[config.mk]
export PLATFORM = sky130hd
export DESIGN_NAME = mode_sequencer
export DESIGN_NICKNAME = d
export VERILOG_FILES = /design/src/mode_seq_pkg.sv /design/src/bp_if.sv /design/src/bp_table.sv /design/src/mode_sequencer.sv
export VERILOG_INCLUDE_DIRS = /design/src
export SDC_FILE = /design/constraint.sdc
export NUM_CORES = 1
export LEC_CHECK = 0
export BUFFER_PORTS_ARGS = -buffer_cell sky130_fd_sc_hd__buf_4
export CAP_MARGIN = 30
export CORE_MARGIN = 4
export CORE_UTILIZATION = 50
export CTS_BUF_LIST = sky130_fd_sc_hd__clkbuf_16
export CTS_CLUSTER_DIAMETER = 80
export DETAILED_ROUTE_END_ITERATION = 8
export GPL_TIMING_DRIVEN = 0
export PLACE_DENSITY = 0.66
export RECOVER_POWER = 50
export SYNTH_ARGS = -nofsm -noshare
export SYNTH_HDL_FRONTEND = slang
export SYNTH_SLANG_ARGS = --single-unit
[constraint.sdc]
create_clock -name REF_CLK -period 4.87 [get_ports REF_CLK]
set_clock_uncertainty 0.05 [all_clocks]
set_input_delay 0.2435 -clock REF_CLK [delete_from_list [all_inputs] [get_ports REF_CLK]]
set_output_delay 0.2435 -clock REF_CLK [all_outputs]
set_load 0.03 [all_outputs]
[src/mode_seq_cfg.svh]
`ifndef MODE_SEQ_CFG_SVH
`define MODE_SEQ_CFG_SVH
// What this block does
// RL1: Exactly one of four modes held.
// RL2: Halted mode never runs user program.
// RL3: Halting keeps timers, counters, flags, image.
// RL4: Halted mode asserts output inhibit.
// RL5: Halted to running calls unsupervised startup routine.
// RL6: Startup keeps output inhibit asserted.
// RL7: Run lamp blinks at least 3 s.
// RL8: Startup completion enters running mode.
// RL9: Running repeats main routine, alarms may insert.
// RL10: Running keeps timers active, refreshes image.
// RL11: Running releases output inhibit.
// RL12: Up to three breakpoints set by tool.
// RL13: Breakpoint pauses; step or resume.
// RL14: Paused: run lamp blinks, stop lamp on.
// RL15: Paused halts all code execution.
// RL16: Paused freezes timers, clock keeps counting.
// RL17: Paused asserts output inhibit.
// RL18: Paused keeps processor connections established.
// RL19: Refuse single step above two breakpoints.
// RL20: Breakpoints usable without test mode.
// RL21: Clear inputs, startup, then cycle phases.
// RL22: Halted: stop lamp; running: run lamp.

// ****************************************
// Timing
// ****************************************
`define CLK_PERIOD_NS     4
// Cycles per ms taken first, so 3000 ms still fits in 32 bits
`define MIN_BLINK_MS      3000
`define MIN_BLINK_CYCLES  (`MIN_BLINK_MS * (1000000 / `CLK_PERIOD_NS))
`define BLINK_HALF_MS     250
`define BLINK_HALF_CYCLES ((`BLINK_HALF_MS * 1000000) / `CLK_PERIOD_NS)

// ****************************************
// Breakpoints
// ****************************************
`define BP_SLOTS          3
`define BP_STEP_MAX       2
`define BP_ADDR_W         16
`endif

[src/mode_seq_pkg.sv]
package mode_seq_pkg;
	typedef enum logic [1:0] {
		MODE_HALTED, MODE_STARTUP, MODE_RUNNING, MODE_PAUSED
	} op_mode_t;
	typedef enum logic [1:0] {
		PH_IDLE, PH_CLR_OUT, PH_READ_IN, PH_MAIN
	} cyc_phase_t;
endpackage : mode_seq_pkg

[src/bp_if.sv]
`timescale 1ns/100ps
`include "mode_seq_cfg.svh"
interface bp_if;
	logic                    set_stb;
	logic                    clr_stb;
	logic                    clr_all;
	logic [1:0]              slot;
	logic [`BP_ADDR_W-1:0]   addr;
	logic                    act;
	logic [`BP_ADDR_W-1:0]   pc;
	logic                    pc_vld;
	logic                    hit;
	logic [1:0]              count;
	modport owner (input set_stb, clr_stb, clr_all, slot, addr, act, pc,
		pc_vld, output hit, count);
	modport user  (output set_stb, clr_stb, clr_all, slot, addr, act, pc,
		pc_vld, input hit, count);
endinterface : bp_if

[src/bp_table.sv]
`timescale 1ns/100ps
`include "mode_seq_cfg.svh"
module bp_table (
	// Clock and reset
	input wire logic clk,
	input wire logic reset_n,
	// Table access
	bp_if.owner      bp
);
	logic [`BP_ADDR_W-1:0] addr_q [`BP_SLOTS];
	logic [`BP_SLOTS-1:0]  def_q;
	logic [`BP_SLOTS-1:0]  act_q;
	logic [`BP_SLOTS-1:0]  match;
	logic                  hit_q;

	// ****************************************
	// Slots
	// ****************************************
	// Slot 3 is not a slot; writes to it are dropped
	genvar g;
	generate
		for (g = 0; g < `BP_SLOTS; g++) begin : g_slot
			always_ff @(posedge clk or negedge reset_n) begin
				if (!reset_n) begin
					addr_q[g] <= '0;
					def_q[g]  <= 1'b0;
					act_q[g]  <= 1'b0;
				end else if (bp.clr_all) begin
					def_q[g] <= 1'b0;
					act_q[g] <= 1'b0;
				end else if (bp.slot == 2'(g) && bp.set_stb) begin // RL12
					addr_q[g] <= bp.addr;
					def_q[g]  <= 1'b1;
					act_q[g]  <= bp.act;
				end else if (bp.slot == 2'(g) && bp.clr_stb) begin // RL12
					def_q[g] <= 1'b0;
					act_q[g] <= 1'b0;
				end
			end
			assign match[g] = def_q[g] && act_q[g] && bp.pc_vld
				&& addr_q[g] == bp.pc;
		end
	endgenerate

	// Hit comes out of a register
	always_ff @(posedge clk or negedge reset_n) begin
		if (!reset_n)
			hit_q <= 1'b0;
		else
			hit_q <= |match;
	end

	assign bp.hit   = hit_q;
	assign bp.count = 2'({1'b0, def_q[0]} + {1'b0, def_q[1]}
		+ {1'b0, def_q[2]});
endmodule : bp_table

[src/mode_sequencer.sv]
`timescale 1ns/100ps
`include "mode_seq_cfg.svh"
module mode_sequencer
	import mode_seq_pkg::*;
#(
	parameter int unsigned BLINK_MIN = `MIN_BLINK_CYCLES,
	parameter int unsigned BLINK_HALF = `BLINK_HALF_CYCLES
) (
	// Clock and reset
	input  wire logic                  REF_CLK,
	input  wire logic                  RESET_N,
	// Mode requests
	input  wire logic                  RUN_REQ,
	input  wire logic                  STOP_REQ,
	input  wire logic                  FAULT,
	// Program engine
	input  wire logic                  STARTUP_DONE,
	input  wire logic                  CYCLE_DONE,
	input  wire logic                  PHASE_DONE,
	input  wire logic [`BP_ADDR_W-1:0] PC,
	input  wire logic                  PC_VALID,
	input  wire logic                  STMT_DONE,
	// Programming tool
	input  wire logic                  BP_SET,
	input  wire logic                  BP_CLEAR,
	input  wire logic                  BP_CLEAR_ALL,
	input  wire logic [1:0]            BP_SLOT,
	input  wire logic [`BP_ADDR_W-1:0] BP_ADDR,
	input  wire logic                  BP_ACTIVE,
	input  wire logic                  STEP_REQ,
	input  wire logic                  RESUME_REQ,
	// Engine control
	output logic                       PROGRAM_ENABLE,
	output logic                       STARTUP_CALL,
	output logic                       SUPERVISE_EN,
	output logic                       CLEAR_INPUT_IMAGE,
	output logic                       CLEAR_OUTPUT_IMAGE,
	output logic                       READ_INPUTS,
	output logic                       MAIN_CALL,
	output logic                       TIMERS_RUN,
	output logic                       RTC_RUN,
	output logic                       LINKS_KEEP,
	output logic                       STEP_GRANT,
	output logic                       STEP_REFUSED,
	// Process outputs and lamps
	output logic                       OUTPUT_INHIBIT,
	output logic                       ACTIVE_INDICATOR,
	output logic                       HALT_INDICATOR,
	// Status
	output logic [1:0]                 MODE,
	output logic [1:0]                 BP_COUNT
);
	op_mode_t   mode_q;
	cyc_phase_t phase_q;
	logic       clr_in_q;
	logic       startup_go_q;
	logic       stepping_q;
	logic       skip_q;
	logic       grant_q;
	logic       refuse_q;
	logic [31:0] blink_cnt_q;
	logic [31:0] half_cnt_q;
	logic       blink_q;
	logic       blinking;
	logic       step_ok;

	bp_if bp ();

	// ****************************************
	// Breakpoint table
	// ****************************************
	// Tool access works in every mode, no test mode needed
	assign bp.set_stb = BP_SET; // RL20
	assign bp.clr_stb = BP_CLEAR;
	assign bp.clr_all = BP_CLEAR_ALL;
	assign bp.slot    = BP_SLOT;
	assign bp.addr    = BP_ADDR;
	assign bp.act     = BP_ACTIVE;
	assign bp.pc      = PC;
	assign bp.pc_vld  = PC_VALID && mode_q == MODE_RUNNING;

	bp_table u_bp (
		.clk     (REF_CLK),
		.reset_n (RESET_N),
		.bp      (bp)
	);

	// Stepping needs at most two breakpoints
	assign step_ok = bp.count <= 2'(`BP_STEP_MAX); // RL19

	// ****************************************
	// Mode machine
	// ****************************************
	// One enum register, so exactly one mode at a time
	always_ff @(posedge REF_CLK or negedge RESET_N) begin // RL1
		if (!RESET_N) begin
			mode_q <= MODE_HALTED;
		end else begin
			unique case (mode_q)
				MODE_HALTED:
					if (RUN_REQ && !STOP_REQ)
						mode_q <= MODE_STARTUP; // RL5
				MODE_STARTUP:
					if (STOP_REQ || FAULT)
						mode_q <= MODE_HALTED;
					else if (STARTUP_DONE && !clr_in_q)
						mode_q <= MODE_RUNNING; // RL8
				MODE_RUNNING:
					if (STOP_REQ || FAULT)
						mode_q <= MODE_HALTED;
					else if (bp.hit && !skip_q)
						mode_q <= MODE_PAUSED; // RL13
					else if (stepping_q && STMT_DONE)
						mode_q <= MODE_PAUSED; // RL13
				MODE_PAUSED:
					if (STOP_REQ || FAULT)
						mode_q <= MODE_HALTED;
					else if (RESUME_REQ || (STEP_REQ && step_ok))
						mode_q <= MODE_RUNNING; // RL13
			endcase
		end
	end

	// Step grant and refusal pulses
	always_ff @(posedge REF_CLK or negedge RESET_N) begin
		if (!RESET_N) begin
			stepping_q <= 1'b0;
			skip_q     <= 1'b0;
			grant_q    <= 1'b0;
			refuse_q   <= 1'b0;
		end else begin
			grant_q  <= mode_q == MODE_PAUSED && STEP_REQ && step_ok
				&& !RESUME_REQ;
			refuse_q <= mode_q == MODE_PAUSED && STEP_REQ && !step_ok; // RL19
			if (mode_q == MODE_PAUSED && (RESUME_REQ || STEP_REQ)) begin
				stepping_q <= !RESUME_REQ && step_ok;
				// Skip the breakpoint we are standing on
				skip_q     <= 1'b1;
			end else if (mode_q != MODE_RUNNING) begin
				stepping_q <= 1'b0;
				skip_q     <= 1'b0;
			end else if (PC_VALID && !bp.hit) begin
				skip_q <= 1'b0;
			end else if (stepping_q && STMT_DONE) begin
				stepping_q <= 1'b0;
			end
		end
	end

	// ****************************************
	// Startup sequence
	// ****************************************
	// Input image is cleared for one cycle before the startup call
	always_ff @(posedge REF_CLK or negedge RESET_N) begin
		if (!RESET_N) begin
			clr_in_q     <= 1'b0;
			startup_go_q <= 1'b0;
		end else begin
			clr_in_q     <= mode_q == MODE_HALTED && RUN_REQ && !STOP_REQ; // RL21
			startup_go_q <= clr_in_q && mode_q == MODE_STARTUP; // RL21
		end
	end

	// ****************************************
	// Cycle phases
	// ****************************************
	// Clear outputs, read inputs, run main; repeats while running
	always_ff @(posedge REF_CLK or negedge RESET_N) begin // RL9
		if (!RESET_N) begin
			phase_q <= PH_IDLE;
		end else if (mode_q == MODE_HALTED || mode_q == MODE_STARTUP) begin
			phase_q <= PH_IDLE;
		end else if (mode_q == MODE_RUNNING) begin
			unique case (phase_q)
				PH_IDLE:    phase_q <= PH_CLR_OUT; // RL21
				PH_CLR_OUT: if (PHASE_DONE) phase_q <= PH_READ_IN;
				PH_READ_IN: if (PHASE_DONE) phase_q <= PH_MAIN; // RL10
				PH_MAIN:    if (CYCLE_DONE) phase_q <= PH_CLR_OUT;
			endcase
		end
		// Paused: phase is held so the level resumes where it stopped
	end

	// ****************************************
	// Blink control
	// ****************************************
	// Minimum blink survives an early end or a fault in startup
	always_ff @(posedge REF_CLK or negedge RESET_N) begin // RL7
		if (!RESET_N)
			blink_cnt_q <= '0;
		else if (startup_go_q)
			blink_cnt_q <= 32'(BLINK_MIN);
		else if (blink_cnt_q != '0)
			blink_cnt_q <= blink_cnt_q - 32'd1;
	end

	assign blinking = blink_cnt_q != '0 || mode_q == MODE_PAUSED;

	// Blink phase, restarted high whenever not blinking
	always_ff @(posedge REF_CLK or negedge RESET_N) begin
		if (!RESET_N) begin
			half_cnt_q <= '0;
			blink_q    <= 1'b0;
		end else if (!blinking) begin
			half_cnt_q <= '0;
			blink_q    <= 1'b1;
		end else if (half_cnt_q >= 32'(BLINK_HALF - 1)) begin
			half_cnt_q <= '0;
			blink_q    <= !blink_q;
		end else begin
			half_cnt_q <= half_cnt_q + 32'd1;
		end
	end

	// ****************************************
	// Outputs
	// ****************************************
	// Image clears come only in startup and running, so halting keeps timers and image
	always_comb begin
		PROGRAM_ENABLE     = mode_q == MODE_RUNNING; // RL2 RL15 RL3
		STARTUP_CALL       = startup_go_q; // RL5
		SUPERVISE_EN       = mode_q == MODE_RUNNING; // RL5
		CLEAR_INPUT_IMAGE  = clr_in_q; // RL21
		CLEAR_OUTPUT_IMAGE = mode_q == MODE_RUNNING && phase_q == PH_CLR_OUT;
		READ_INPUTS        = mode_q == MODE_RUNNING && phase_q == PH_READ_IN;
		MAIN_CALL          = mode_q == MODE_RUNNING && phase_q == PH_MAIN;
		TIMERS_RUN         = mode_q == MODE_RUNNING; // RL10 RL16
		RTC_RUN            = 1'b1; // RL16
		LINKS_KEEP         = 1'b1; // RL18
		STEP_GRANT         = grant_q;
		STEP_REFUSED       = refuse_q;
		OUTPUT_INHIBIT     = mode_q != MODE_RUNNING; // RL4 RL6 RL11 RL17
		MODE               = mode_q;
		BP_COUNT           = bp.count;
	end

	// Lamps: blink wins over steady state
	always_comb begin
		if (blinking)
			ACTIVE_INDICATOR = blink_q; // RL7 RL14
		else
			ACTIVE_INDICATOR = mode_q == MODE_RUNNING; // RL22
		HALT_INDICATOR = mode_q == MODE_HALTED || mode_q == MODE_PAUSED; // RL22 RL14
	end
endmodule : mode_sequencer

==> flow_summary.json <==
{
  "hpwl_um": 10630,
  "crit_type": "flip-flop to output pin",
  "htree_levels": 4,
  "cp-startpoint": "blink_cnt_q[0]",
  "met1_usage": 0.2904,
  "violations": "capacitance limit, slew limit",
  "r2r-start": "blink_cnt_q[0]",
  "hp-start": "BP_ADDR[11]",
  "wirelength_um": 15010,
  "post_drt_wl_per_cell_um": 16.37,
  "cts_buffers": 17,
  "clockBufferDepth": 2,
  "rsz0062_at_grt": "no",
  "antenna_found_initial": 0,
  "track_usage": 0.2140,
  "p_total_mw": 3.567,
  "diodes": 0,
  "peakVddDrop_mv": 0.2342,
  "ys_seq_area_frac": 0.4853,
  "fp.dieH_um": 123.8,
  "start_util": 0.5082,
  "synthTopCellsByCount": "130 x dfrtp_1, 63 x nor2_1, 58 x xnor2_1",
  "avgSynthCellArea_um2": 10.59,
  "status": "complete, but fails checks",
  "place.gp.congestion": 0.8110,
  "met3_usage": 0.05268,
  "clock-sinks": 130,
  "slew_viol_final": 74,
  "met2_usage": 0.3444,
  "cts_tree": "done",
  "grt.overflow.total": 0,
  "area.growth.synth_to_final_pct": 19.90,
  "drcViolationCount": 0,
  "root_buffer": "clkbuf_16",
  "synth_area_um2": 6703,
  "required_ns": 4.58,
  "synth_cell_types": 57,
  "io_buffers": 65,
  "tightest_slew_ns": 1.797,
  "slew_headroom": -0.1982,
  "cts_setup_buffers": 0,
  "async_flop_share": 1.000,
  "coreArea_um2": 13190,
  "synth_top_area_frac": 0.4853,
  "synth_edf_count": 0,
  "synthFlopType": "dfrtp_1",
  "grt_max_degree": 74,
  "fin_crit_ns": 2.972,
  "grt_pass1_wl_um": 25400,
  "first_pass_iters": 4,
  "hold_path_class": "input pin to flip-flop",
  "yosysMostFrequentCell": "dfrtp_1",
  "clkLatencyLatePin_ns": 0.42,
  "clkTransAtPathRegs_ns": 0.06,
  "arrival_ns": 2.68,
  "p_leak_nw": 3.332,
  "critical_path.cell_chain": "inv_1 -> ha_1 -> or4b_1 -> buf_2 -> nor4_4 -> nand4_1 -> and2_1 -> o21bai_1 -> buf_4",
  "vias": 5050,
  "cap_violations": 1,
  "yosys-top-cells-area": "dfrtp_1 49%, mux2_2 8.2%, xnor2_1 7.6%",
  "avgViaCountPerCell": 5.507,
  "cp_top_family": "simple AND/OR/NAND/NOR gates",
  "cts_resized": 0,
  "fin_tns_setup_ns": 0,
  "hold_buffers": 3,
  "fin_crit_sh": 0.6103,
  "yosys.area.top_type": "dfrtp_1",
  "final_nets": 792,
  "worstPathMaxFanout": 7,
  "yosysWarnings": 0,
  "cp-start-kind": "flip-flop",
  "netlist_instances": 633,
  "die_area_um2": 15320,
  "cp_slowest_cell": "or4b_1",
  "cp_num_buf_inv": 3,
  "critPathMaxStageDelay_ns": 0.42,
  "pin_count": 69,
  "drt_iter0_drc": 386,
  "grt_pass1_vias": 5158,
  "hold_viol": 0,
  "die_w_um": 123.8,
  "powerDensity_nw_per_um2": 443.9,
  "rows": 42,
  "ys_ff_latch": 130,
  "busiest_layer": "met2",
  "drive_gt1_frac": 0.2240,
  "ant_nets": 0,
  "cp-end-kind": "output pin",
  "fmax_mhz": 336.5,
  "setup_viol": 0
}
## cell families after synthesis
family                   count (synthesis)  synth area share
AND/OR/NAND/NOR                        231            0.1874
flip-flops                             130            0.4853
XOR/XNOR                                83            0.1085
AO/OA/AOI/OAI                           70           0.06646
multiplexers                            56           0.09352
buffers and inverters                   48           0.03229
adder cells (fa/ha/maj)                 13           0.02539
other                                    2          0.001120
## metal layers
metal,share of wire,up-vias
li1,-,2425
met1,0.47,2509
met2,0.49,102
met3,0.039,14
met4,0.0092,0
met5,0,-
## stage by stage
| step | hold slack, ns | std cells | worst slack [ns] | util | instance area, um2 |
|---|---|---|---|---|---|
| after floorplan | -0.1021 | 639 | 2.390 | - | 6725 |
| after global placement | 0.4053 | 880 | 2.323 | 0.5636 | 7433 |
| after detailed placement | 0.2029 | 883 | 2.324 | 0.5671 | 7480 |
| after CTS | 0.007728 | 917 | 1.875 | 0.6124 | 8078 |
| after global routing | 0.005358 | 917 | 1.703 | 0.6093 | 8036 |
| final | 0.02198 | 917 | 1.898 | 0.6093 | 8036 |
## cells in the final DEF, fill, tap and decap left out, types with 7 or more instances in the layout
| cell | instances |
|---|---|
| a21oi_1 | 21 |
| and3_1 | 8 |
| buf_2 | 11 |
| buf_4 | 67 |
| clkbuf_1 | 10 |
| clkbuf_16 | 17 |
| conb_1 | 8 |
| dfrtp_1 | 130 |
| ha_1 | 12 |
| inv_1 | 25 |
| mux2_2 | 49 |
| nand2_1 | 23 |
| nand3_1 | 30 |
| nand4_1 | 29 |
| nor2_1 | 63 |
| nor2b_1 | 7 |
| nor3_1 | 14 |
| nor4_1 | 10 |
| o21ai_0 | 15 |
| o31ai_1 | 9 |
| or3_1 | 9 |
| or4_1 | 12 |
| xnor2_1 | 58 |
| xor2_1 | 25 |
## sequential cells by signal, indices dropped and copies added (netlist names)
register           count
STEP_GRANT             1
MODE                   2
half_cnt_q            32
stepping_q             1
u_bp.act_q             3
CLEAR_INPUT_IMAGE      1
u_bp.addr_q           48
u_bp.def_q             3
phase_q                2
blink_cnt_q           32
skip_q                 1
STEP_REFUSED           1
blink_q                1
STARTUP_CALL           1
u_bp.bp.hit            1
## power breakdown
| part | internal (mW) | total, mW | switching [mW] |
|---|---|---|---|
| clock | 0.748 | 1.24 | 0.488 |
| combinational | 0.394 | 0.823 | 0.430 |
| sequential | 1.30 | 1.51 | 0.207 |
## layout make-up
cell class / instances / area (um2)
fillers: 1117 / 5154
multi-input cells: 461 / 3256
flip-flops and latches: 130 / 3253
repair buffers: 71 / 523.0
clock buffers: 17 / 425.4
well taps: 176 / 220.2
clock inverters: 14 / 142.6
plain buffers: 23 / 122.6
inverters: 25 / 93.84
## worst paths after layout
path / to / slack [ns] / cells past startpoint
setup / recovery: ACTIVE_INDICATOR / 1.90 / 9
hold / removal: u_bp.addr_q[43] / 0.02 / 2
setup reg to reg: blink_cnt_q[31] / 2.36 / 9
hold reg to reg: half_cnt_q[0] / 0.43 / 1
max in group asynchronous: u_bp.act_q[0] / 2.33 / 3
min in group asynchronous: half_cnt_q[15] / 0.30 / 2
Power figures use the tool's default switching activity.
